## src/include/int_arith_pkg.sv

```systemverilog
package int_arith_pkg;

  // Operation codes, one per arithmetic instruction type (17 in all)
  typedef enum logic [4:0] {
    OP_ADD = 5'h00,
    OP_SUB = 5'h01,
    OP_ADD_SPECIAL = 5'h02,
    OP_SUB_SPECIAL = 5'h03,
    OP_ADD_WITH_CARRY = 5'h04,
    OP_SUB_WITH_BORROW = 5'h05,
    OP_BCD_ADD = 5'h06,
    OP_BCD_SUB = 5'h07,
    OP_UNSIGNED_MULTIPLY = 5'h08,
    OP_UNSIGNED_DIVIDE = 5'h09,
    OP_COMPARE = 5'h0A,
    OP_EXTEND_SIGN = 5'h0B,
    OP_EXTEND_ZERO = 5'h0C,
    OP_TEST = 5'h0D,
    OP_NEGATE = 5'h0E,
    OP_CLEAR = 5'h0F,
    OP_TEST_AND_SET = 5'h10
  } arith_op_t;

  // Number of distinct operation types
  localparam int unsigned NUM_OP_TYPES = 17;
  // Carry flag position inside the condition flags register
  localparam int unsigned CARRY_BIT_POS = 0;
  // Width of the condition flags register
  localparam int unsigned FLAGS_WIDTH = 8;
  // Cycles taken by the iterative divider, one per quotient bit
  localparam int unsigned DIV_WORD_STEPS = 16;
  localparam int unsigned DIV_BYTE_STEPS = 8;
  // Reset value of the result register
  localparam logic [31:0] RESULT_RESET = 32'h0000_0000;

  // One request into the unit
  typedef struct packed {
    arith_op_t op;
    logic is_word;
    logic [31:0] dest_operand;
    logic [15:0] source_operand;
    logic [FLAGS_WIDTH-1:0] condition_flags_reg;
  } arith_req_t;

  // One answer out of the unit
  typedef struct packed {
    logic [31:0] result;
    logic carry_out;
    logic div_by_zero;
  } arith_rsp_t;

endpackage

```

## src/rtl/integer_arith_unit.sv

```systemverilog
`timescale 1ns/1ps
module integer_arith_unit (
  input wire logic i_sys_clk,
  input wire logic i_reset_n,
  input wire logic i_start,
  input wire int_arith_pkg::arith_req_t i_req,
  output logic o_busy,
  output logic o_done,
  output int_arith_pkg::arith_rsp_t o_rsp
);
  import int_arith_pkg::*;

  // Unit sequencing: one-cycle ops finish at once, divide iterates
  typedef enum logic [1:0] {
    ST_IDLE = 2'b01,
    ST_DIVIDE = 2'b10
  } unit_state_t;

  unit_state_t state_q;
  logic done_q;
  arith_rsp_t rsp_q;
  logic [31:0] rem_q; // Running remainder, upper part, for divide
  logic [15:0] quo_q; // Quotient being shifted in
  logic [15:0] divisor_q;
  logic [4:0] steps_q;
  logic word_q;
  arith_rsp_t comb_rsp; // One-cycle result
  logic carry_in;
  // Trial subtraction of the divisor from the remainder shifted by one bit
  logic [32:0] div_trial;

  // Binary add or subtract at byte or word size with carry in
  function automatic logic [16:0] bin_addsub(input logic [15:0] a, input logic [15:0] b,
                                             input logic cin, input logic sub,
                                             input logic word);
    logic [16:0] r;
    logic [8:0] r8;
    r = 17'h00000;
    r8 = 9'h000;
    if (word) begin
      r = sub ? ({1'b0, a} - {1'b0, b} - {16'h0000, cin})
              : ({1'b0, a} + {1'b0, b} + {16'h0000, cin});
    end else begin
      r8 = sub ? ({1'b0, a[7:0]} - {1'b0, b[7:0]} - {8'h00, cin})
               : ({1'b0, a[7:0]} + {1'b0, b[7:0]} + {8'h00, cin});
      r = {r8[8], 8'h00, r8[7:0]};
    end
    return r;
  endfunction

  // Packed decimal byte add or subtract; bit 8 is decimal carry or borrow
  function automatic logic [8:0] bcd_addsub(input logic [7:0] a, input logic [7:0] b,
                                            input logic cin, input logic sub);
    logic [4:0] lo;
    logic [4:0] hi;
    logic c1;
    lo = 5'h00;
    hi = 5'h00;
    c1 = 1'b0;
    if (!sub) begin
      lo = {1'b0, a[3:0]} + {1'b0, b[3:0]} + {4'h0, cin};
      if (lo > 5'h09) lo = lo + 5'h06;
      c1 = lo[4];
      hi = {1'b0, a[7:4]} + {1'b0, b[7:4]} + {4'h0, c1};
      if (hi > 5'h09) hi = hi + 5'h06;
    end else begin
      lo = {1'b0, a[3:0]} - {1'b0, b[3:0]} - {4'h0, cin};
      if (lo[4]) lo = lo - 5'h06;
      c1 = lo[4];
      hi = {1'b0, a[7:4]} - {1'b0, b[7:4]} - {4'h0, c1};
      if (hi[4]) hi = hi - 5'h06;
    end
    return {hi[4], hi[3:0], lo[3:0]};
  endfunction

  // Carry comes from the flags register held by the control side
  assign carry_in = i_req.condition_flags_reg[CARRY_BIT_POS];

  // Single-cycle datapath for every operation except divide
  always_comb begin
    logic [16:0] s;
    logic [8:0] d;
    s = 17'h00000;
    d = 9'h000;
    comb_rsp = '0;
    unique case (i_req.op)
      OP_ADD, OP_ADD_SPECIAL: begin
        s = bin_addsub(i_req.dest_operand[15:0], i_req.source_operand, 1'b0, 1'b0,
                       i_req.is_word);
        comb_rsp.result = {16'h0000, s[15:0]};
        comb_rsp.carry_out = s[16];
      end
      OP_SUB, OP_SUB_SPECIAL, OP_COMPARE: begin
        // Compare computes the difference only for its carry; result is the destination
        s = bin_addsub(i_req.dest_operand[15:0], i_req.source_operand, 1'b0, 1'b1,
                       i_req.is_word);
        comb_rsp.result = (i_req.op == OP_COMPARE) ? i_req.dest_operand : {16'h0000, s[15:0]};
        comb_rsp.carry_out = s[16];
      end
      OP_ADD_WITH_CARRY, OP_SUB_WITH_BORROW: begin
        s = bin_addsub(i_req.dest_operand[15:0], i_req.source_operand, carry_in,
                       i_req.op == OP_SUB_WITH_BORROW, i_req.is_word);
        comb_rsp.result = {16'h0000, s[15:0]};
        comb_rsp.carry_out = s[16];
      end
      OP_BCD_ADD, OP_BCD_SUB: begin
        // Decimal ops are byte only; the word flag is ignored
        d = bcd_addsub(i_req.dest_operand[7:0], i_req.source_operand[7:0], carry_in,
                       i_req.op == OP_BCD_SUB);
        comb_rsp.result = {24'h000000, d[7:0]};
        comb_rsp.carry_out = d[8];
      end
      OP_UNSIGNED_MULTIPLY: begin
        if (i_req.is_word) begin
          comb_rsp.result = i_req.dest_operand[15:0] * i_req.source_operand;
        end else begin
          // Widen both factors first, or the product is cut to eight bits
          comb_rsp.result = {16'h0000, 16'(i_req.dest_operand[7:0]) *
                             16'(i_req.source_operand[7:0])};
        end
      end
      OP_EXTEND_SIGN: begin
        comb_rsp.result = {16'h0000, {8{i_req.dest_operand[7]}}, i_req.dest_operand[7:0]};
      end
      OP_EXTEND_ZERO: begin
        comb_rsp.result = {24'h000000, i_req.dest_operand[7:0]};
      end
      OP_TEST: begin
        comb_rsp.result = i_req.dest_operand;
      end
      OP_NEGATE: begin
        s = bin_addsub(16'h0000, i_req.dest_operand[15:0], 1'b0, 1'b1, i_req.is_word);
        comb_rsp.result = {16'h0000, s[15:0]};
        comb_rsp.carry_out = s[16];
      end
      OP_CLEAR: begin
        comb_rsp.result = RESULT_RESET;
      end
      OP_TEST_AND_SET: begin
        comb_rsp.result = {24'h000000, 1'b1, i_req.dest_operand[6:0]};
      end
      OP_UNSIGNED_DIVIDE: begin
        comb_rsp.result = i_req.dest_operand;
      end
      default: begin
        comb_rsp.result = i_req.dest_operand;
      end
    endcase
  end

  // Divider trial step, kept outside the clocked process
  assign div_trial = {rem_q, quo_q[15]} - {17'h00000, divisor_q};

  // Sequencer; a divide by zero returns the dividend unchanged with a flag
  always_ff @(posedge i_sys_clk or negedge i_reset_n) begin
    if (!i_reset_n) begin
      state_q <= ST_IDLE;
      done_q <= 1'b0;
      rsp_q <= '0;
      rem_q <= 32'h0000_0000;
      quo_q <= 16'h0000;
      divisor_q <= 16'h0000;
      steps_q <= 5'h00;
      word_q <= 1'b0;
    end else begin
      done_q <= 1'b0;
      unique case (state_q)
        ST_IDLE: begin
          if (i_start) begin
            if (i_req.op == OP_UNSIGNED_DIVIDE) begin
              if ((i_req.is_word && i_req.source_operand == 16'h0000) ||
                  (!i_req.is_word && i_req.source_operand[7:0] == 8'h00)) begin
                rsp_q <= '{result: i_req.dest_operand, carry_out: 1'b0, div_by_zero: 1'b1};
                done_q <= 1'b1;
              end else begin
                // Word: 32-bit dividend; byte: 16-bit dividend in low half
                word_q <= i_req.is_word;
                divisor_q <= i_req.is_word ? i_req.source_operand
                                           : {8'h00, i_req.source_operand[7:0]};
                rem_q <= i_req.is_word ? {16'h0000, i_req.dest_operand[31:16]}
                                       : {24'h000000, i_req.dest_operand[15:8]};
                quo_q <= i_req.is_word ? i_req.dest_operand[15:0]
                                       : {i_req.dest_operand[7:0], 8'h00};
                steps_q <= i_req.is_word ? 5'(DIV_WORD_STEPS) : 5'(DIV_BYTE_STEPS);
                state_q <= ST_DIVIDE;
              end
            end else begin
              rsp_q <= comb_rsp;
              done_q <= 1'b1;
            end
          end
        end
        ST_DIVIDE: begin
          // Restoring division, one quotient bit per cycle
          if (!div_trial[32]) begin
            rem_q <= div_trial[31:0];
            quo_q <= {quo_q[14:0], 1'b1};
          end else begin
            rem_q <= {rem_q[30:0], quo_q[15]};
            quo_q <= {quo_q[14:0], 1'b0};
          end
          steps_q <= steps_q - 5'h01;
          if (steps_q == 5'h01) begin
            state_q <= ST_IDLE;
            done_q <= 1'b1;
            // Remainder in upper part, quotient in lower part
            // Byte quotient bits have shifted into the low seven bits by now
            rsp_q.result <= word_q
              ? (!div_trial[32] ? {div_trial[15:0], quo_q[14:0], 1'b1}
                                : {rem_q[14:0], quo_q[15], quo_q[14:0], 1'b0})
              : (!div_trial[32] ? {16'h0000, div_trial[7:0], quo_q[6:0], 1'b1}
                                : {16'h0000, rem_q[6:0], quo_q[15], quo_q[6:0], 1'b0});
            rsp_q.carry_out <= 1'b0;
            rsp_q.div_by_zero <= 1'b0;
          end
        end
        default: state_q <= ST_IDLE;
      endcase
    end
  end

  assign o_busy = (state_q == ST_DIVIDE);
  assign o_done = done_q;
  assign o_rsp = rsp_q;
endmodule

```

## config.mk

```make
export PLATFORM = sky130hd
export DESIGN_NAME = integer_arith_unit
export DESIGN_NICKNAME = d
export VERILOG_FILES = /design/src/include/int_arith_pkg.sv /design/src/rtl/integer_arith_unit.sv
export SDC_FILE = /design/constraint.sdc
export NUM_CORES = 1
export LEC_CHECK = 0
export BUFFER_PORTS_ARGS = -buffer_cell sky130_fd_sc_hd__buf_4
export CORE_MARGIN = 2
export CORE_UTILIZATION = 30
export CTS_CLUSTER_DIAMETER = 40
export DETAILED_ROUTE_END_ITERATION = 7
export PLACE_DENSITY_LB_ADDON = 0.2
export SYNTH_ARGS = -nofsm -noshare
export SYNTH_HDL_FRONTEND = slang
export SYNTH_SLANG_ARGS = --single-unit
export TNS_END_PERCENT = 1
```

## constraint.sdc

```tcl
create_clock -name i_sys_clk -period 4.1 [get_ports i_sys_clk]
set_input_delay 0.205 -clock i_sys_clk [delete_from_list [all_inputs] [get_ports i_sys_clk]]
set_output_delay 0.205 -clock i_sys_clk [all_outputs]
set_load 0.01 [all_outputs]
```

==> results of run 1 <==
[worst max-delay path, stage by stage]
cell	delay, ps
buf_6	90
clkinvlp_4	170
buf_6	190
buf_4	130
nor2_4	130
fa_1	440
ha_1	210
inv_1	70
fa_2	440
fa_1	490
inv_1	50
fa_1	470
inv_1	50
fa_1	490
inv_2	50
ha_4	270
and3_4	200
o211ai_1	170
a2111o_1	520
a21oi_2	230
and2_4	190
nor2_2	40
xnor2_1	120
a222oi_1	300
o21ai_1	110
[registers in the layout (all words and copies together) (netlist names)]
register	cells
o_rsp	34
rem_q	32
steps_q	5
quo_q	16
o_done	1
divisor_q	16
state_q	2
word_q	1
[through the flow]
step / total power, W / util (%) / hold slack [ps]
floorplan: 0.0133 / - / -90.6
global placement: 0.0210 / 37.5 / 286
detailed placement: 0.0212 / 37.5 / 287
CTS: 0.0235 / 38.7 / 136
global route: 0.0265 / 39.0 / 161
finish: 0.0243 / 39.0 / 153
[cell usage in the layout, fill, tap and decap left out, types with 21 or more instances in the layout]
| cell type | n |
|---|---|
| buf_4 | 534 |
| inv_1 | 361 |
| nand2_1 | 306 |
| fa_1 | 231 |
| ha_1 | 187 |
| nor2_1 | 168 |
| a21oi_1 | 132 |
| o21ai_0 | 118 |
| dfrtp_1 | 106 |
| xnor2_1 | 73 |
| and2_1 | 56 |
| xor2_1 | 40 |
| nand3_1 | 39 |
| nor3_1 | 37 |
| mux2i_1 | 34 |
| o31ai_1 | 29 |
| a21o_1 | 28 |
| nand2b_1 | 26 |
| a211oi_1 | 25 |
| o211ai_1 | 23 |
| a31oi_1 | 21 |
[Yosys cell counts, drive strengths merged (13+ instances only)]
cell type,n,share of area (%)
a211oi,26,0.93
a21o,28,1.0
a21oi,146,3.5
a221oi,19,0.79
a31oi,24,0.71
and2,65,1.9
and3,13,0.39
clkbuf,115,2.1
dfrtp,106,13
fa,241,23
ha,210,12
inv,383,6.8
mux2,14,0.75
mux2i,35,1.7
nand2,312,5.6
nand2b,26,0.77
nand3,40,0.95
nor2,187,3.3
nor2b,19,0.56
nor3,42,1.0
nor4,22,0.71
o211ai,23,0.82
o21ai,141,3.4
o31ai,29,1.0
or3,22,0.68
xnor2,78,3.2
xor2,43,1.8
[power breakdown]
part / internal (W) / switching [W]
sequential: 0.00149 / 0.000391
clock: 0.000441 / 0.000496
combinational: 0.0100 / 0.0115
total: 0.0119 / 0.0123
[kinds of logic after synthesis]
family          share of synthesized area [%]
compound gates                           17.3
xor+xnor                                 5.03
fa+ha+maj                                35.4
buf+inv                                  9.27
flops                                    12.7
mux                                      2.52
simple gates                             17.8
[final cells by class]
class / instances / area (um^2) / share of cell area (%)
repair buffers: 560 / 4360 / 16.0
clock buffers: 9 / 225 / 0.828
inverters: 393 / 1510 / 5.54
flip-flops and latches: 107 / 2680 / 9.84
multi-input cells: 1985 / 17200 / 63.1
clock inverters: 7 / 91.3 / 0.336
well taps: 940 / 1180 / 4.32
[per-layer routing]
metal | GRT usage, % | share of wire (%) | up-vias
li1 | - | - | 9627
met1 | 32.0 | 46 | 10100
met2 | 39.5 | 48 | 466
met3 | 1.10 | 3.6 | 82
met4 | 4.65 | 2.1 | 0
met5 | 0 | 0 | -
[final timing paths]
check                                      start                    end  slack [ps]  cells past startpoint
setup reg to reg           quo_q[15]$_DFFE_PN0P_  o_rsp[32]$_DFFE_PN0P_         250                     14
max in group asynchronous              i_reset_n   o_rsp[1]$_DFFE_PN0P_        2670                      3
min in group asynchronous              i_reset_n   quo_q[1]$_DFFE_PN0P_         420                      2
setup / recovery                       i_req[26]  o_rsp[28]$_DFFE_PN0P_       -1490                     25
hold / removal                         i_req[51]  o_rsp[29]$_DFFE_PN0P_         150                      3
hold reg to reg             o_rsp[4]$_DFFE_PN0P_   o_rsp[4]$_DFFE_PN0P_         490                      2
[what timing repair did]
item | CTS | global route
pin swaps | 75 | 30
gates resized for setup | 130 | 41
setup buffers | 6 | 1
hold buffers | 1 | 0
endpoints found under the hold margin | 44 | 0
endpoints found under the setup margin | 29 | 31
==> impl_metrics.toml, run 1 <==
[run_status]
run_status = "finished, violations left"
violations = "negative setup slack"

[worst_setup_path]
end_kind = "flip-flop"
cp_data_arrival_time_ps = 5850
cp_max_fo = 4
required_ps = 4360
worstSetupPathType = "input pin to flip-flop"
crit_path_start_kind = "input pin"

[sta]
tns_ps = -32220
tightest_slew_ps = 886
fmax_ghz = 0.179
hold_viol = 0
setup_viol = 28
setup_ws_ps = -1490
period_share_pct = 136
finClkSkew_ps = 20.9
relSlewSlack_pct = 40.7
drv_slew = 0
rsz0062_at_grt = "yes"
fin_crit_ps = 5590

[global_routing]
grt_usage_pct = 23.0
antenna_found_initial = 0
grt_pass1_vias = 21200
grt_pass1_wl_um = 127000
grt_overflow = 0
grt_max_degree = 50

[floorplan]
die_w_um = 269
die_h_um = 269
num_rows = 97
pin_count = 101
die_area_um2 = 72300
coreArea_um2 = 69800
start_util_pct = 30.2

[synthesis]
synth_area_um2 = 21100
synthesis.nets = 3127
ys_warn_count = 0
syn_avg_cell_area_um2 = 8.06
synthCells = 2611
synth-main-ff-cell = "dfrtp_1"
yosysSeqAreaShare_pct = 12.7
ys_seq_elements = 107
async_flop_share_pct = 100
synth-edff-count = 0
ys_types = 78

[detailed_routing]
ant_nets = 0
avgViaCountPerCell = 5.06
routed_wirelength_um = 82000
vias = 20300
dr.pass1.iters = 7
wl_per_cell_um = 20.5
drtIter0Drc = 1394
drc = 0

[final_layout]
layout.nets = 3572
design_area_um2 = 27200
drive_gt1_share_pct = 25.0
num_antenna_cells = 0
area_growth_pct = 29.3
nFillCells = 7185
layoutNonFillerInstCount = 4001

[pwr]
p_leak_nw = 13.0
vdd_drop_max_mv = 1.32
powerDensity_nw_per_um2 = 892

[place]
postPlaceCellArea_um2 = 26200
portBuffers = 93
placedCellCount = 3977
hpwl_um = 69500
place_ws_ps = -2390
gp_congestion = 0.926

[clocking]
clock_path_buffers = 2
cts_sinks = 107
htree_levels = 3
clkLatencyLatePin_ps = 370
cts-root-buf = "clkbuf_16"
cts_tree = "yes"
clkTransAtPathRegs_ps = 100
numCtsBuffers = 9

[worst_hold_path]
hold_class = "input pin to flip-flop"

[job]
drv_cap = 0
(Power assumes the default switching activity.)
==> inputs of run 2 (changes only) <==
- clock period: 4.1 -> 6.3 ns (I/O delays scaled with it)
==> impl_metrics.toml, run 2 (synthesized netlist as in run 1, its figures left out) <==
[pwr]
p_sw_share_pct = 53.0
clkPwrFrac_pct = 4.6
power.internal_w = 0.00638
p_leak_nw = 11.8
p_switching_w = 0.00720
vdd_drop_max_mv = 0.728
pwr-share-comb_pct = 86.3
pwr-share-seq_pct = 9.1
powerDensity_nw_per_um2 = 550

[worst_setup_path]
cp_max_fo = 5
crit_path_start_kind = "input pin"
worstSetupPathType = "input pin to flip-flop"
end_kind = "flip-flop"
required_ps = 6550
cp_data_arrival_time_ps = 6390

[floorplan]
die_w_um = 269
start_util_pct = 30.2
die_area_um2 = 72300
coreArea_um2 = 69800
die_h_um = 269
num_rows = 97
pin_count = 101

[final_layout]
design_area_um2 = 24700
drive_gt1_share_pct = 14.1
num_antenna_cells = 0
layout.nets = 3339
final_common_cell = "inv_1"
final_util_pct = 35.4
area_growth_pct = 17.3
layout_common_cells = "381 x inv_1, 320 x buf_4, 312 x nand2_1, 241 x fa_1, 208 x ha_1"
largest_reg_flops = 34

[sta]
fin_crit_ps = 6140
drv_slew = 0
tightest_slew_ps = 1180
finClkSkew_ps = 15.9
rsz0062_at_grt = "yes"
setup_viol = 0
relSlewSlack_pct = 21.3
whs_ps = -11.8
period_share_pct = 97.5
hold_viol = 40
fmax_ghz = 0.163

[detailed_routing]
vias = 19400
drtIter0Drc = 1347
avgViaCountPerCell = 5.16
routed_wirelength_um = 77200
wl_per_cell_um = 20.5
drc = 0
dr.pass1.iters = 6
ant_nets = 0

[clocking]
clkLatencyLatePin_ps = 370
cts_tree = "yes"
numCtsBuffers = 9
cts_sinks = 107
cts-root-buf = "clkbuf_16"
htree_levels = 3
clkTransAtPathRegs_ps = 80
clock_path_buffers = 2

[global_routing]
grt_overflow = 0
grt_max_degree = 59
antenna_found_initial = 0
grt_usage_pct = 21.7
grt_pass1_vias = 19900
grt_pass1_wl_um = 120000

[place]
gp_congestion = 0.926
portBuffers = 93
hpwl_um = 64900
postPlaceCellArea_um2 = 24300

[run_status]
run_status = "finished, violations left"
violations = "negative hold slack"

[worst_hold_path]
hold_class = "input pin to asynchronous set/reset pin"

[job]
drv_cap = 0
-- run 2: cell types whose count changed in the layout (fill, tap and decap cells not counted), sizes merged --
cell and delta:
dlygate4sd3 -1, clkinvlp +1, buf -232, bufinv +1
clkinv -6, inv +4
-- run 2: power by group through the flow --
stage,sequential [W],combinational [W],clock [W]
5_1_grt,0.00127,0.0131,0.000668
3_5_place_dp,0.00124,0.0115,0
4_1_cts,0.00123,0.0116,0.000642
3_3_place_gp,0.00123,0.0114,0
6_report,0.00123,0.0117,0.000626
2_1_floorplan,0.00120,0.00688,0
-- run 2: critical path, stage by stage --
cell	delay [ps]
buf_4	160
ha_1	240
fa_1	530
inv_1	50
fa_1	500
fa_1	520
inv_1	50
fa_1	470
fa_1	550
inv_1	60
fa_1	530
inv_1	50
ha_1	330
and3_4	200
o211ai_1	100
buf_4	180
a2111o_1	400
a21oi_1	180
buf_4	150
and2_1	170
nor2_1	80
xnor2_1	170
a222oi_1	310
o21ai_1	100
-- run 2: cell type report --
class | count | area (um^2)
Sequential cell | 107 | 2680
Timing Repair Buffer | 327 | 2530
Multi-Input combinational cell | 1985 | 16500
Inverter | 393 | 1490
Clock inverter | 7 | 91.3
Clock buffer | 9 | 225
Fill cell | 7340 | 45100
Tap cell | 940 | 1180
-- run 2: what timing repair did --
action                                  4_1_cts  5_1_grt
gates resized for setup                       1       23
hold buffers                                  0        0
pin swaps                                     0        5
endpoints found under the setup margin        1       20
setup buffers                                 0        2
-- run 2: layer usage --
metal	part of all wire [%]	up-vias	track usage [%]
met5	0	-	0
met2	48	506	37.5
li1	-	9179	-
met4	1.5	0	3.53
met3	4.4	65	2.02
met1	46	9681	29.8
-- run 2: final timing paths --
kind                                       startpoint                     to  depth (start not counted)  slack (ps)
worst max-delay path                        i_req[14]  o_rsp[28]$_DFFE_PN0P_                         24         160
worst min-delay path                        i_reset_n   o_rsp[5]$_DFFE_PN0P_                          1         -10
worst max register to register  quo_q[15]$_DFFE_PN0P_  rem_q[27]$_DFFE_PN0P_                         15        1990
worst min register to register   o_rsp[2]$_DFFE_PN0P_   o_rsp[2]$_DFFE_PN0P_                          2         490
max in group asynchronous                   i_reset_n  o_rsp[26]$_DFFE_PN0P_                          2        5060
min in group i_sys_clk                      i_req[50]  rem_q[10]$_DFFE_PN0P_                          3         250
-- run 2: through the flow --
stage	worst slack [ps]	setup TNS (ps)	std cells	hold slack, ps	total power (W)
after floorplan	41.5	0	2611	19.4	0.00807
after global placement	-386	-2640	3750	386	0.0126
after detailed placement	-383	-3650	3750	395	0.0127
after CTS	41.0	0	3766	3.32	0.0134
after global routing	-74.2	-102	3768	36.3	0.0150
final	158	0	3768	-11.8	0.0136
